<file path="config.mk">
export PLATFORM = sky130hd
export DESIGN_NAME = fptr_rom
export DESIGN_NICKNAME = d
export VERILOG_FILES = /design/src/pkg/fptr_pkg.sv /design/src/design/fptr_rom.sv
export SDC_FILE = /design/constraint.sdc
export NUM_CORES = 1
export LEC_CHECK = 0
export BUFFER_PORTS_ARGS = -buffer_cell sky130_fd_sc_hd__buf_2
export CAP_MARGIN = 20
export CELL_PAD_IN_SITES_DETAIL_PLACEMENT = 0
export CELL_PAD_IN_SITES_GLOBAL_PLACEMENT = 1
export CORE_ASPECT_RATIO = 0.6
export CORE_MARGIN = 2
export CORE_UTILIZATION = 35
export CTS_CLUSTER_SIZE = 28
export DETAILED_ROUTE_END_ITERATION = 10
export PLACE_DENSITY_LB_ADDON = 0.25
export SKIP_LAST_GASP = 1
export SYNTH_ARGS = -nofsm -noshare
export SYNTH_HDL_FRONTEND = slang
export SYNTH_SLANG_ARGS = --single-unit
</file>
<file path="constraint.sdc">
create_clock -name clk -period 3.5 [get_ports clk]
set_clock_uncertainty 0.05 [all_clocks]
set_input_delay 0.175 -clock clk [delete_from_list [all_inputs] [get_ports clk]]
set_output_delay 0.175 -clock clk [all_outputs]
set_load 0.005 [all_outputs]
</file>
<file path="src/pkg/fptr_pkg.sv">
// ****************************************************************
// parameter table constants
// ****************************************************************
package fptr_pkg;
	// apb byte offsets
	localparam logic [7:0] OFF_SEL = 8'h00; // serial word select
	localparam logic [7:0] OFF_STAT = 8'h04; // serial engine state
	localparam logic [7:0] OFF_W58 = 8'h58; // program timing word
	localparam logic [7:0] OFF_W5C = 8'h5c; // suspend limits word
	localparam logic [7:0] OFF_W60 = 8'h60; // suspend opcodes word
	localparam logic [7:0] OFF_W64 = 8'h64; // polling and power-down word
	localparam logic [7:0] OFF_W68 = 8'h68; // quad mode word
	localparam logic [7:0] OFF_W6C = 8'h6c; // status write and reset word
	// word select codes and counts
	localparam logic [2:0] SEL_LAST = 3'h5; // highest valid select
	localparam logic [2:0] SEL_RST = 3'h0; // select after reset
	localparam logic [4:0] BIT_LAST = 5'h1f; // last bit of a word
	// fixed table words, reserved bits one
	localparam logic [31:0] W58 = {1'b1, 2'b10, 5'b01000, 1'b0, 4'b0000, 1'b0,
		4'b0111, 1'b0, 5'b11000, 4'b1000, 4'b0010};
	localparam logic [31:0] W5C = {1'b0, 2'b10, 5'b01100, 4'b0110, 2'b10,
		5'b01100, 4'b0110, 1'b1, 4'b1110, 4'b1100};
	localparam logic [31:0] W60 = 32'h757a757a;
	localparam logic [4:0] DPD_WAIT_3V = 5'b00010; // wake wait, 3v part
	localparam logic [4:0] DPD_WAIT_1V8 = 5'b00100; // wake wait, 1.8v part
	localparam logic [31:0] W64_3V = {1'b0, 8'hb9, 8'hab, 2'b01, DPD_WAIT_3V,
		6'b111101, 2'b11};
	localparam logic [31:0] W64_1V8 = {1'b0, 8'hb9, 8'hab, 2'b01, DPD_WAIT_1V8,
		6'b111101, 2'b11};
	localparam logic [31:0] W68 = {8'hff, 1'b0, 3'b010, 4'b1100, 6'b110000, 1'b1,
		5'b00100, 4'b1010};
	localparam logic [31:0] W6C = {8'b10101001, 10'b1111101000, 6'b110000, 1'b1,
		7'b1101000};
	// apb signal groups
	typedef struct packed {
		logic psel; // slave selected
		logic penable; // access phase
		logic pwrite; // write direction
		logic [7:0] paddr; // byte address
		logic [31:0] pwdata; // write data
	} fptr_apb_req_t;
	typedef struct packed {
		logic pready; // transfer done
		logic [31:0] prdata; // read data
		logic pslverr; // unmapped address
	} fptr_apb_rsp_t;
	// serial pin group
	typedef struct packed {
		logic so; // serial data out
		logic so_oe; // output enable
	} fptr_ser_out_t;
endpackage

</file>
<file path="src/design/fptr_rom.sv">
// Implementation choices: the register addresses and register access over APB.
`timescale 1ns/1ns
module fptr_rom #(
	parameter bit LOW_VOLTAGE = 1'b0 // one selects the 1.8v variant
) (
	// clock and reset
	input wire logic clk,
	input wire logic sys_rst,
	// apb slave
	input wire fptr_pkg::fptr_apb_req_t apb_req,
	output fptr_pkg::fptr_apb_rsp_t apb_rsp,
	// serial pins to and from the host
	input wire logic ser_cs_n,
	input wire logic ser_sck,
	output fptr_pkg::fptr_ser_out_t ser_out
);

	// ****************************************************************
	// state
	// ****************************************************************
	typedef struct packed {
		logic cs_s1; // cs sync first stage
		logic cs_s2; // cs sync second stage
		logic cs_s3; // cs previous sample
		logic sck_s1; // sck sync first stage
		logic sck_s2; // sck sync second stage
		logic sck_s3; // sck previous sample
		logic active; // frame in progress
		logic [4:0] cnt; // bit position in word
		logic [2:0] frame_sel; // word held for the frame
		logic so; // serial output bit
		logic [2:0] sel; // software word select
		logic [31:0] prdata; // apb read data
		logic pslverr; // apb error flag
	} fptr_state_t;

	localparam fptr_state_t ST_RST = '{
		cs_s1: 1'b1, cs_s2: 1'b1, cs_s3: 1'b1,
		sck_s1: 1'b0, sck_s2: 1'b0, sck_s3: 1'b0,
		active: 1'b0, cnt: 5'h00, frame_sel: fptr_pkg::SEL_RST,
		so: 1'b0, sel: fptr_pkg::SEL_RST,
		prdata: 32'h00000000, pslverr: 1'b0
	};

	fptr_state_t st_q; // registered state
	fptr_state_t st_d; // next state

	// ****************************************************************
	// table lookup
	// ****************************************************************
	// words are constants, so no write path reaches them
	localparam logic [31:0] W64 = LOW_VOLTAGE ? fptr_pkg::W64_1V8 : fptr_pkg::W64_3V;

	// word by select code, unused codes read all ones
	function automatic logic [31:0] word_of(input logic [2:0] s);
		logic [31:0] w;
		w = 32'hffffffff;
		case (s)
			3'h0: w = fptr_pkg::W58;
			3'h1: w = fptr_pkg::W5C;
			3'h2: w = fptr_pkg::W60;
			3'h3: w = W64;
			3'h4: w = fptr_pkg::W68;
			3'h5: w = fptr_pkg::W6C;
			default: w = 32'hffffffff;
		endcase
		return w;
	endfunction

	// bit order: byte 0 first, msb first within a byte
	function automatic logic bit_at(input logic [31:0] w, input logic [4:0] c);
		logic [4:0] idx;
		idx = {c[4:3], ~c[2:0]};
		return w[idx];
	endfunction

	// ****************************************************************
	// next state
	// ****************************************************************
	logic cs_fall; // frame start seen
	logic cs_rise; // frame end seen
	logic sck_fall; // host shift edge
	logic setup; // apb setup phase
	logic [4:0] cnt_nx; // incremented bit position

	always_comb begin
		st_d = st_q;
		// two flop synchronisers, third stage only for edges
		st_d.cs_s1 = ser_cs_n;
		st_d.cs_s2 = st_q.cs_s1;
		st_d.cs_s3 = st_q.cs_s2;
		st_d.sck_s1 = ser_sck;
		st_d.sck_s2 = st_q.sck_s1;
		st_d.sck_s3 = st_q.sck_s2;
		cs_fall = st_q.cs_s3 & ~st_q.cs_s2;
		cs_rise = ~st_q.cs_s3 & st_q.cs_s2;
		sck_fall = st_q.sck_s3 & ~st_q.sck_s2;
		cnt_nx = st_q.cnt + 5'h01;
		setup = apb_req.psel & ~apb_req.penable;
		// serial engine
		if (cs_rise) begin
			// chip enable high ends the repeat
			st_d.active = 1'b0;
			st_d.cnt = 5'h00;
		end else if (cs_fall) begin
			// latch select so a mid-frame write cannot tear a word
			st_d.active = 1'b1;
			st_d.frame_sel = st_q.sel;
			st_d.cnt = 5'h00;
			st_d.so = bit_at(word_of(st_q.sel), 5'h00);
		end else if (st_q.active && sck_fall) begin
			// count wraps, so the same word repeats
			st_d.cnt = cnt_nx;
			st_d.so = bit_at(word_of(st_q.frame_sel), cnt_nx);
		end
		// apb: decode in setup, answer in access
		if (setup) begin
			st_d.pslverr = 1'b0;
			st_d.prdata = 32'h00000000;
			case (apb_req.paddr)
				fptr_pkg::OFF_SEL: st_d.prdata = {29'h0, st_q.sel};
				fptr_pkg::OFF_STAT: st_d.prdata = {26'h0, st_q.cnt, st_q.active};
				fptr_pkg::OFF_W58: st_d.prdata = fptr_pkg::W58;
				fptr_pkg::OFF_W5C: st_d.prdata = fptr_pkg::W5C;
				fptr_pkg::OFF_W60: st_d.prdata = fptr_pkg::W60;
				fptr_pkg::OFF_W64: st_d.prdata = W64;
				fptr_pkg::OFF_W68: st_d.prdata = fptr_pkg::W68;
				fptr_pkg::OFF_W6C: st_d.prdata = fptr_pkg::W6C;
				default: st_d.pslverr = 1'b1;
			endcase
			// writes to table words are quietly dropped
			if (apb_req.pwrite) begin
				st_d.prdata = 32'h00000000;
			end
		end
		// select write lands at the access edge
		if (apb_req.psel && apb_req.penable && apb_req.pwrite) begin
			if (apb_req.paddr == fptr_pkg::OFF_SEL) begin
				// out-of-range codes are ignored
				if (apb_req.pwdata[2:0] <= fptr_pkg::SEL_LAST) begin
					st_d.sel = apb_req.pwdata[2:0];
				end
			end
		end
	end

	// ****************************************************************
	// state register
	// ****************************************************************
	always_ff @(posedge clk) begin
		if (sys_rst) begin
			st_q <= ST_RST;
		end else begin
			st_q <= st_d;
		end
	end

	// ****************************************************************
	// outputs
	// ****************************************************************
	// zero wait: setup already loaded prdata
	assign apb_rsp.pready = 1'b1;
	assign apb_rsp.prdata = st_q.prdata;
	assign apb_rsp.pslverr = st_q.pslverr & apb_req.penable;
	// drive the pin only inside a frame
	assign ser_out.so = st_q.so;
	assign ser_out.so_oe = st_q.active;

	// ****************************************************************
	// checks
	// ****************************************************************
	logic rd_acc; // apb read access phase
	assign rd_acc = apb_req.psel & apb_req.penable & ~apb_req.pwrite;

	a_word58_value: assert property (@(posedge clk) disable iff (sys_rst)
		rd_acc && apb_req.paddr == fptr_pkg::OFF_W58 |-> apb_rsp.prdata[30:0] == 31'h4801d882)
		else $error("word 58 wrong");
	a_word58_units: assert property (@(posedge clk) disable iff (sys_rst)
		rd_acc && apb_req.paddr == fptr_pkg::OFF_W58 |-> apb_rsp.prdata[31:29] == 3'b110)
		else $error("word 58 units or reserved wrong");
	a_word5c_value: assert property (@(posedge clk) disable iff (sys_rst)
		rd_acc && apb_req.paddr == fptr_pkg::OFF_W5C |-> apb_rsp.prdata == 32'h4c698dec)
		else $error("word 5c wrong");
	a_word60_value: assert property (@(posedge clk) disable iff (sys_rst)
		rd_acc && apb_req.paddr == fptr_pkg::OFF_W60 |-> apb_rsp.prdata == 32'h757a757a)
		else $error("word 60 wrong");
	a_word64_opcodes: assert property (@(posedge clk) disable iff (sys_rst)
		rd_acc && apb_req.paddr == fptr_pkg::OFF_W64
		|-> apb_rsp.prdata[30:15] == 16'hb9ab && apb_rsp.prdata[7:0] == 8'hf7)
		else $error("word 64 opcodes wrong");
	a_word64_wait: assert property (@(posedge clk) disable iff (sys_rst)
		rd_acc && apb_req.paddr == fptr_pkg::OFF_W64
		|-> apb_rsp.prdata[14:8] == (LOW_VOLTAGE ? 7'b0100100 : 7'b0100010))
		else $error("word 64 wake wait wrong");
	a_word68_value: assert property (@(posedge clk) disable iff (sys_rst)
		rd_acc && apb_req.paddr == fptr_pkg::OFF_W68 |-> apb_rsp.prdata == 32'hff2cc24a)
		else $error("word 68 wrong");
	a_word6c_value: assert property (@(posedge clk) disable iff (sys_rst)
		rd_acc && apb_req.paddr == fptr_pkg::OFF_W6C |-> apb_rsp.prdata == 32'ha9fa30e8)
		else $error("word 6c wrong");
	a_repeat_wrap: assert property (@(posedge clk) disable iff (sys_rst)
		st_q.active && st_q.cnt == fptr_pkg::BIT_LAST && sck_fall && !cs_rise
		|=> st_q.cnt == 5'h00 && st_q.active && ser_out.so == bit_at(word_of(st_q.frame_sel), 5'h00))
		else $error("word did not repeat");
	a_frame_end: assert property (@(posedge clk) disable iff (sys_rst)
		cs_rise |=> !ser_out.so_oe ##1 !ser_out.so_oe || $fell(st_q.cs_s2))
		else $error("output not released at frame end");
	a_unmapped_err: assert property (@(posedge clk) disable iff (sys_rst)
		rd_acc && $past(setup) && apb_req.paddr == 8'h08 |-> apb_rsp.pslverr)
		else $error("unmapped read without error");

	// ****************************************************************
	// field checks
	// ****************************************************************
	// one strobe per table word except word 60 keeps each property short;
	// values below are typed in field by field, not copied from the words
	logic rd_w58; // read access to the program timing word
	logic rd_w5c; // read access to the suspend limits word
	logic rd_w64; // read access to the power-down word
	logic rd_w68; // read access to the quad mode word
	logic rd_w6c; // read access to the status write word
	logic wr_tbl; // aligned write access aimed at a table word
	logic wr_sel; // write access to the select register
	assign rd_w58 = rd_acc & (apb_req.paddr == fptr_pkg::OFF_W58);
	assign rd_w5c = rd_acc & (apb_req.paddr == fptr_pkg::OFF_W5C);
	assign rd_w64 = rd_acc & (apb_req.paddr == fptr_pkg::OFF_W64);
	assign rd_w68 = rd_acc & (apb_req.paddr == fptr_pkg::OFF_W68);
	assign rd_w6c = rd_acc & (apb_req.paddr == fptr_pkg::OFF_W6C);
	assign wr_tbl = apb_req.psel & apb_req.penable & apb_req.pwrite
		& (apb_req.paddr[1:0] == 2'b00)
		& (apb_req.paddr >= fptr_pkg::OFF_W58) & (apb_req.paddr <= fptr_pkg::OFF_W6C);
	assign wr_sel = apb_req.psel & apb_req.penable & apb_req.pwrite
		& (apb_req.paddr == fptr_pkg::OFF_SEL);
	// program timing word, one property per field except bits 7:4
	a_prog_mult: assert property (@(posedge clk) disable iff (sys_rst)
		rd_w58 |-> apb_rsp.prdata[3:0] == 4'b0010)
		else $error("program multiplier wrong");
	a_page_time: assert property (@(posedge clk) disable iff (sys_rst)
		rd_w58 |-> apb_rsp.prdata[13:8] == 6'b011000)
		else $error("page program time wrong");
	a_first_byte: assert property (@(posedge clk) disable iff (sys_rst)
		rd_w58 |-> apb_rsp.prdata[18:14] == 5'b00111)
		else $error("first byte time wrong");
	a_extra_byte: assert property (@(posedge clk) disable iff (sys_rst)
		rd_w58 |-> apb_rsp.prdata[23:19] == 5'b00000)
		else $error("additional byte time wrong");
	a_chip_erase: assert property (@(posedge clk) disable iff (sys_rst)
		rd_w58 |-> apb_rsp.prdata[30:24] == 7'b1001000)
		else $error("chip erase time wrong");
	// suspend limits word
	a_prog_mask: assert property (@(posedge clk) disable iff (sys_rst)
		rd_w5c |-> apb_rsp.prdata[3:0] == 4'b1100)
		else $error("program suspend mask wrong");
	a_erase_mask: assert property (@(posedge clk) disable iff (sys_rst)
		rd_w5c |-> apb_rsp.prdata[7:4] == 4'b1110)
		else $error("erase suspend mask wrong");
	a_prog_gap: assert property (@(posedge clk) disable iff (sys_rst)
		rd_w5c |-> apb_rsp.prdata[12:9] == 4'b0110)
		else $error("program resume gap wrong");
	a_prog_latency: assert property (@(posedge clk) disable iff (sys_rst)
		rd_w5c |-> apb_rsp.prdata[19:13] == 7'b1001100)
		else $error("program suspend latency wrong");
	a_erase_gap: assert property (@(posedge clk) disable iff (sys_rst)
		rd_w5c |-> apb_rsp.prdata[23:20] == 4'b0110)
		else $error("erase resume gap wrong");
	a_erase_latency: assert property (@(posedge clk) disable iff (sys_rst)
		rd_w5c |-> apb_rsp.prdata[30:24] == 7'b1001100)
		else $error("erase suspend latency wrong");
	// polling and power-down word
	a_busy_poll: assert property (@(posedge clk) disable iff (sys_rst)
		rd_w64 |-> apb_rsp.prdata[7:2] == 6'b111101)
		else $error("busy polling code wrong");
	a_sleep_opcode: assert property (@(posedge clk) disable iff (sys_rst)
		rd_w64 |-> apb_rsp.prdata[30:23] == 8'hb9)
		else $error("power-down opcode wrong");
	// quad mode word
	a_quad_seq: assert property (@(posedge clk) disable iff (sys_rst)
		rd_w68 |-> apb_rsp.prdata[8:0] == 9'b001001010)
		else $error("quad mode sequences wrong");
	a_cont_read: assert property (@(posedge clk) disable iff (sys_rst)
		rd_w68 |-> apb_rsp.prdata[15:9] == 7'b1100001)
		else $error("continuous read leave wrong");
	a_cont_entry: assert property (@(posedge clk) disable iff (sys_rst)
		rd_w68 |-> apb_rsp.prdata[19:16] == 4'b1100)
		else $error("continuous read entry wrong");
	a_quad_enable: assert property (@(posedge clk) disable iff (sys_rst)
		rd_w68 |-> apb_rsp.prdata[23:20] == 4'b0010)
		else $error("quad enable requirement wrong");
	// status write and reset word
	a_status_write: assert property (@(posedge clk) disable iff (sys_rst)
		rd_w6c |-> apb_rsp.prdata[6:0] == 7'b1101000)
		else $error("status write code wrong");
	a_reset_support: assert property (@(posedge clk) disable iff (sys_rst)
		rd_w6c |-> apb_rsp.prdata[13:8] == 6'b110000)
		else $error("reset support code wrong");
	// table words ignore writes and raise no error
	a_table_write: assert property (@(posedge clk) disable iff (sys_rst)
		wr_tbl |-> apb_rsp.prdata == 32'h00000000 && !apb_rsp.pslverr)
		else $error("table write answered wrongly");
	// select write takes legal codes only, so a frame never sees a hole
	a_sel_write: assert property (@(posedge clk) disable iff (sys_rst)
		wr_sel && apb_req.pwdata[2:0] <= fptr_pkg::SEL_LAST
		|=> st_q.sel == $past(apb_req.pwdata[2:0]))
		else $error("select write lost");
	a_sel_refuse: assert property (@(posedge clk) disable iff (sys_rst)
		wr_sel && apb_req.pwdata[2:0] > fptr_pkg::SEL_LAST |=> $stable(st_q.sel))
		else $error("out-of-range select taken");
	// serial engine: frame start, word fixed and bit held between host edges; apb error only in access phase
	a_frame_start: assert property (@(posedge clk) disable iff (sys_rst)
		cs_fall |=> ser_out.so_oe && st_q.cnt == 5'h00)
		else $error("frame did not start");
	a_frame_word: assert property (@(posedge clk) disable iff (sys_rst)
		st_q.active && !cs_fall |=> $stable(st_q.frame_sel))
		else $error("word changed inside a frame");
	a_bit_hold: assert property (@(posedge clk) disable iff (sys_rst)
		st_q.active && !sck_fall && !cs_fall && !cs_rise
		|=> $stable(st_q.cnt) && $stable(ser_out.so))
		else $error("bit moved without a host edge");
	a_err_phase: assert property (@(posedge clk) disable iff (sys_rst)
		!apb_req.penable |-> !apb_rsp.pslverr)
		else $error("error outside access phase");

endmodule

</file>
# Word-level counts from Yosys, hierarchy flattened
# Index checks and enable logic that the tools add are counted.
[totals] latchBits=0 rom_bits=0 word_cells=69 output_inout_bits=36 register_bits=52 in_bits=47 n_memories=0 mem_bits_rw=0
[classes] n_bitwise=11 reduce_logical=13 n_mux=12 multipliers=0 eq_ne=17 n_lt_le_gt_ge=2 shift=0 div_mod_pow=0 addsub=1
[op_table] operator="one-hot mux 32 bit (8 select lines)" n=1
[op_table] operator="one-hot mux 32 bit (6 select lines)" n=1
[op_table] operator="2-to-1 mux 32 bit" n=4
[op_table] operator="equality test 8 x 7 -> 1 bit (second input constant)" n=6
[op_table] operator="one-hot mux 8 bit (6 select lines)" n=1
[op_table] operator="equality test 3 x 2 -> 1 bit (second input constant)" n=4
[op_table] operator="equality test 3 bit (second input constant)" n=4
[op_table] operator="equality test 8 x 3 -> 1 bit (second input constant)" n=1
[op_table] operator="zero test 8 bit" n=1
[op_table] operator="OR reduction 8 bit" n=1
[op_table] operator="equality test 3 x 1 -> 1 bit (second input constant)" n=2
[op_table] operator="zero test 3 bit" n=2
[op_table] operator="< comparator 5 x 6 -> 1 bit (second input constant)" n=1
[op_table] operator="adder 5 x 1 -> 5 bit (second input constant)" n=1
[op_table] operator="AND 1 bit" n=5
[op_table] operator="binary-select mux 1 bit (select 5 bit)" n=1
[op_table] operator="inverter 1 bit" n=5
[op_table] operator="2-to-1 mux 1 bit" n=4
[op_table] operator="AND reduction 2 bit" n=2
[op_table] operator="<= comparator 3 bit (second input constant)" n=1
[op_table] operator="logical AND 1 bit" n=3
[op_table] operator="inverter 3 bit" n=1
[op_table] operator="AND reduction 3 bit" n=1
[op_table] operator="OR reduction 3 bit" n=1
[op_table] operator="other kinds (2)" n=2

# Depth between registers and ports, before layout
[logic_depth] word_depth=10 depth_mapped=8 depth_no_buf=7

# Least setup slack after synthesis
# No wires, ideal clock.
[synth_path] path_kind="reg-to-reg" start="reg st_q[40] in the netlist's numbering" end="reg st_q (netlist bit ser_out[1])" synth_period_minus_slack_ps=1967 arrival_time_ps=1798 required_time_ps=3330 setup_ps=120 n_path_buf=2 setup_slack_ps=1533 stages_incl_launch_ff=9 cell_sequence="dfxtp_1 ha_1 clkbuf_1 clkbuf_1 o31ai_1 nand2_1 nand3_1 a211o_1 a211o_1"
[synth_between] elab_chain_len=6
[synth_lines] element="from (decl)" line="fptr_rom.sv:45" source="fptr_state_t st_q;"
[synth_lines] element="from (signal assigned)" line="fptr_rom.sv:154" source="st_q <= st_d;"
[synth_lines] element="adder 5 x 1 -> 5 bit" line="fptr_rom.sv:98" source="cnt_nx = st_q.cnt + 5'h01;"
[synth_lines] element="named net cnt_nx[1]" line="fptr_rom.sv:84" source="logic [4:0] cnt_nx;"
[synth_lines] element="inverter 3 bit" line="fptr_rom.sv:73" source="idx = {c[4:3], ~c[2:0]};"
[synth_lines] element="binary-select mux 1 bit (select 5 bit)" line="fptr_rom.sv:74" source="return w[idx];"
[synth_lines] element="2-to-1 mux 1 bit (not written as such)" line="fptr_rom.sv:74"
[synth_lines] element="2-to-1 mux 1 bit" line="fptr_rom.sv:111" source="end else if (st_q.active && sck_fall) begin"
[synth_lines] element="2-to-1 mux 1 bit" line="fptr_rom.sv:105" source="end else if (cs_fall) begin"
# The timed path passes the listed nets, and every way through them passes these cells. The select of a mux whose other input is x is not followed.
# A chain may end at the register's enable or synchronous reset.

# Final worst setup path
[layout_path] start="reg st_q[41] in the netlist's numbering" end="reg st_q (netlist bit ser_out[1])"
# Same word-level chain as after synthesis.

==> summary.md <==
| Metric | Value |
|---|---|
| Status | `complete, no violations` |
| Final wirelength | `around 7000 um` |
| Post-synthesis cell area | `2730 um2` |
| Dpl hpwl | `~4900 um` |
| Critical path class | `flip-flop to flip-flop` |
| R2R Setup Slk | `approximately 1.3 ns` |
| Fillers | `slightly below 800` |
| Worst slew margin | `~47%` |
| Critical Path Start Type | `flip-flop` |
| Pint | `826 uW` |
| Leak | `between 1 and 1.5 nW` |
| # nets final | `397` |
| Port Buf Inserts | `between 50 and 60` |
| Post-CTS Resized | `0` |
| H-tree depth | `2` |
| Area Growth Syn to Fin | `7.33%` |
| Sequential power share | `between 40% and 50%` |
| Vias in the first global route | `2125` |
| Final Cycle Share | `64.1%` |
| R2r startpoint | `st_q[41]` |
| Mapped Nets | `roughly 400` |
| Yosys top cell by area | `dfxtp_1` |
| Total power | `1.09 mW` |
| Crit end category | `flip-flop` |
| Critical R2R Capture | `ser_out[1]` |
| Io pins | `83` |
| Worst Path Max Fanout | `19` |
| Pin count of the biggest net entering global routing | `46` |
| Endpoints failing setup | `0` |
| Clk buf depth | `2` |
| CP max stage delay | `roughly 0.5 ns` |
| CTS Root Buffer Type | `clkbuf_16` |
| Placed Area | `about 2800 um2` |
| Mapped Cells | `345` |
| Switch share | `24.3%` |
| Dpl ws | `roughly 1.3 ns` |
| Die height | `between 70 and 80 um` |
| CP required | `~3.6 ns` |
| CP startpoint | `st_q[41]` |
| NetSw | `about 270 uW` |
| DRC | `0` |
| Antenna Nets Post-Route | `0` |
| Worst-Margin Slew | `just under 0.8 ns` |
| Final instance area | `between 2000 and 3000 um2` |
| Reg clk slew, reported paths | `approximately 0.07 ns` |
| Clk_lat worst skew | `approximately 0.29 ns` |
| Initial antenna violation count | `0` |
| Max Cap Viol | `0` |
| Most frequently used flop master after synthesis | `dfxtp_1` |
| Routed vias/inst | `between 5 and 6` |
| Clock group share of total power | `43.8%` |
| Die Wd | `between 100 and 150 um` |
| N_diodes | `0` |
| Fmax | `approximately 0.45 GHz` |
| CTS tree | `done` |
| Avg Inst Size Synth | `7.92 um2` |
| Final Util | `about 40%` |
| Total CTS buffers | `5` |
| Cells along the critical path | `ha_1, nor2b_1, a21oi_1, o32a_1, nand3_1, a211o_1, a211o_1` |
| Final Hold Viols | `0` |
| CP Capture Point | `ser_out[1]` |
| Share of layout cells above drive strength 1 | `around a fifth` |
| Top-area cell type share of the netlist area | `34.4%` |
| Drt pass-1 iters | `4` |
| Remaining Overflow, GRT | `0` |
| RSZ-0062 raised after global routing | `no` |
| Worst vdd ir | `approximately 0.00020 V` |
| Fin crit period | `2.24 ns` |
| Per-cell routed wire length | `roughly 15 um` |
| Post-CTS Hold Buffers | `0` |
| Fraction of registers with async set or reset after synthesis | `0%` |
| Comb pwr share | `6.5%` |
| Die Area | `about 8600 um2` |
| Initial DRC Count | `161` |
| Post-CTS Setup Bufs | `0` |
| Cell variety after synth | `53` |
| Num rows | `24` |
| Crit path arrival time | `2.37 ns` |
| Reg2Reg Depth | `7` |
| Clk sinks | `47` |
| Final worst setup slack | `1.26 ns` |
| Yosys reg bits | `47` |
| Hold/Removal Path Class | `input pin to flip-flop` |
| Initial Util | `a little under two fifths` |
| Slew Viols, Final | `0` |
| First-pass GRT wire length | `approximately 11000 um` |
| Routed vias | `roughly 2300` |
| EDFF count, synth | `0` |
| CP dominant cell by count | `a211o_1` |
| Core Area | `~7400 um2` |
| Critical Path Slowest Stage Cell | `ha_1` |
| Sequential fraction of the synthesis area | `between 30% and 40%` |
| PD cells | `around 370 nW/um2` |
| Top post-synthesis cells by area | `dfxtp_1 34%, buf_4 9.9%, a21oi_1 5.7%` |
| Setup_tns | `0 ns` |
| Synth warn | `0` |
| Global placer's final weighted congestion | `0.812` |
| GR Util All Layers | `16.5%` |
-- cell type report --
| cell class | instances | area [um2] | area share, % |
|---|---|---|---|
| Inverter | 5 | 18.8 | 0.640 |
| Sequential cell | 47 | 941 | 32.1 |
| Multi-Input combinational cell | 235 | 1420 | 48.3 |
| Timing Repair Buffer | 55 | 283 | 9.64 |
| Clock inverter | 3 | 20.0 | 0.683 |
| Tap cell | 104 | 130 | 4.44 |
| Clock buffer | 5 | 125 | 4.27 |
-- per-layer routing --
layer	GRT usage (%)	wire length (um)	vias to the layer above
met5	0	0	-
met2	20.2	2440	70
met4	4.82	29	0
met1	26.7	3950	1082
li1	-	-	1192
met3	4.40	402	2
-- metrics by stage --
stage	cells	hold slack, ns
3_5_place_dp	446	0.314
3_3_place_gp	446	0.309
6_report	454	0.0130
2_1_floorplan	345	0.229
5_1_grt	454	0.0138
4_1_cts	454	0.00656
-- registers in the layout, summed over array words and instances, names as in the netlist --
register and flops:
apb_rsp 27, st_q 14, st_d 4, ser_out 2
-- Yosys cell counts (7+ instances only) --
library cell / instances
buf_4: 36
nor2_1: 36
clkbuf_1: 17
nor2b_1: 9
a32oi_1: 7
a21oi_1: 31
nor3_1: 7
dfxtp_1: 47
a31oi_1: 8
o21ai_0: 15
nand3_1: 9
nand2_1: 32
a22oi_1: 12
-- cell families after synthesis --
logic type      share of synthesized area (%)
simple gates                             22.5
compound gates                           22.8
buf+inv                                  13.8
flops                                    34.4
xor+xnor                                 3.25
mux                                      2.61
fa+ha+maj                               0.458
other cells                             0.137
-- cells in the final DEF (no fill, tap or decap), types with 2 or more instances in the layout --
master and count:
buf_2 52, dfxtp_1 47, nor2_1 36, nand2_1 32
a21oi_1 31, o21ai_0 15, a22oi_1 12, nor2b_1 9
nand3_1 9, a31oi_1 8, nor3_1 7, a32oi_1 7
mux2i_1 6, and3_1 6, xor2_1 5, inv_1 5
clkbuf_16 5, and2_1 4, nand2b_1 3, or3_1 3
a211oi_1 3, a22o_1 3, or2_2 3, buf_4 3
a211o_1 2, o221ai_1 2, or4_1 2, xnor2_1 2
o22ai_1 2, o211ai_1 2, clkinvlp_4 2
-- critical path: cells and delay by family, from the launching register on --
| family | cells | cell delay, ns |
|---|---|---|
| DFF | 1 | 0.34 |
| and+or+nand+nor | 2 | 0.36 |
| AOI/OAI and AO/OA | 4 | 0.88 |
| adders and majority gates | 1 | 0.50 |
-- power by group through the flow --
stage                     clock (mW)  sequential (mW)  combinational [mW]
after global placement             0            0.555              0.0698
after global routing           0.511            0.543              0.0784
final                          0.477            0.543              0.0709
after CTS                      0.487            0.542              0.0705
after detailed placement           0            0.555              0.0702
after floorplan                    0            0.554              0.0443
-- worst min-delay path by stage --
stage	from	end	cells after the start
6_report	ser_cs_n	st_d[50]	2
5_1_grt	ser_cs_n	st_d[50]	2
4_1_cts	ser_cs_n	st_d[50]	2
3_5_place_dp	ser_cs_n	st_d[50]	2
3_3_place_gp	ser_cs_n	st_d[50]	2
2_1_floorplan	ser_cs_n	st_d[50]	1
Note: power is estimated with default switching activity, not from simulation.
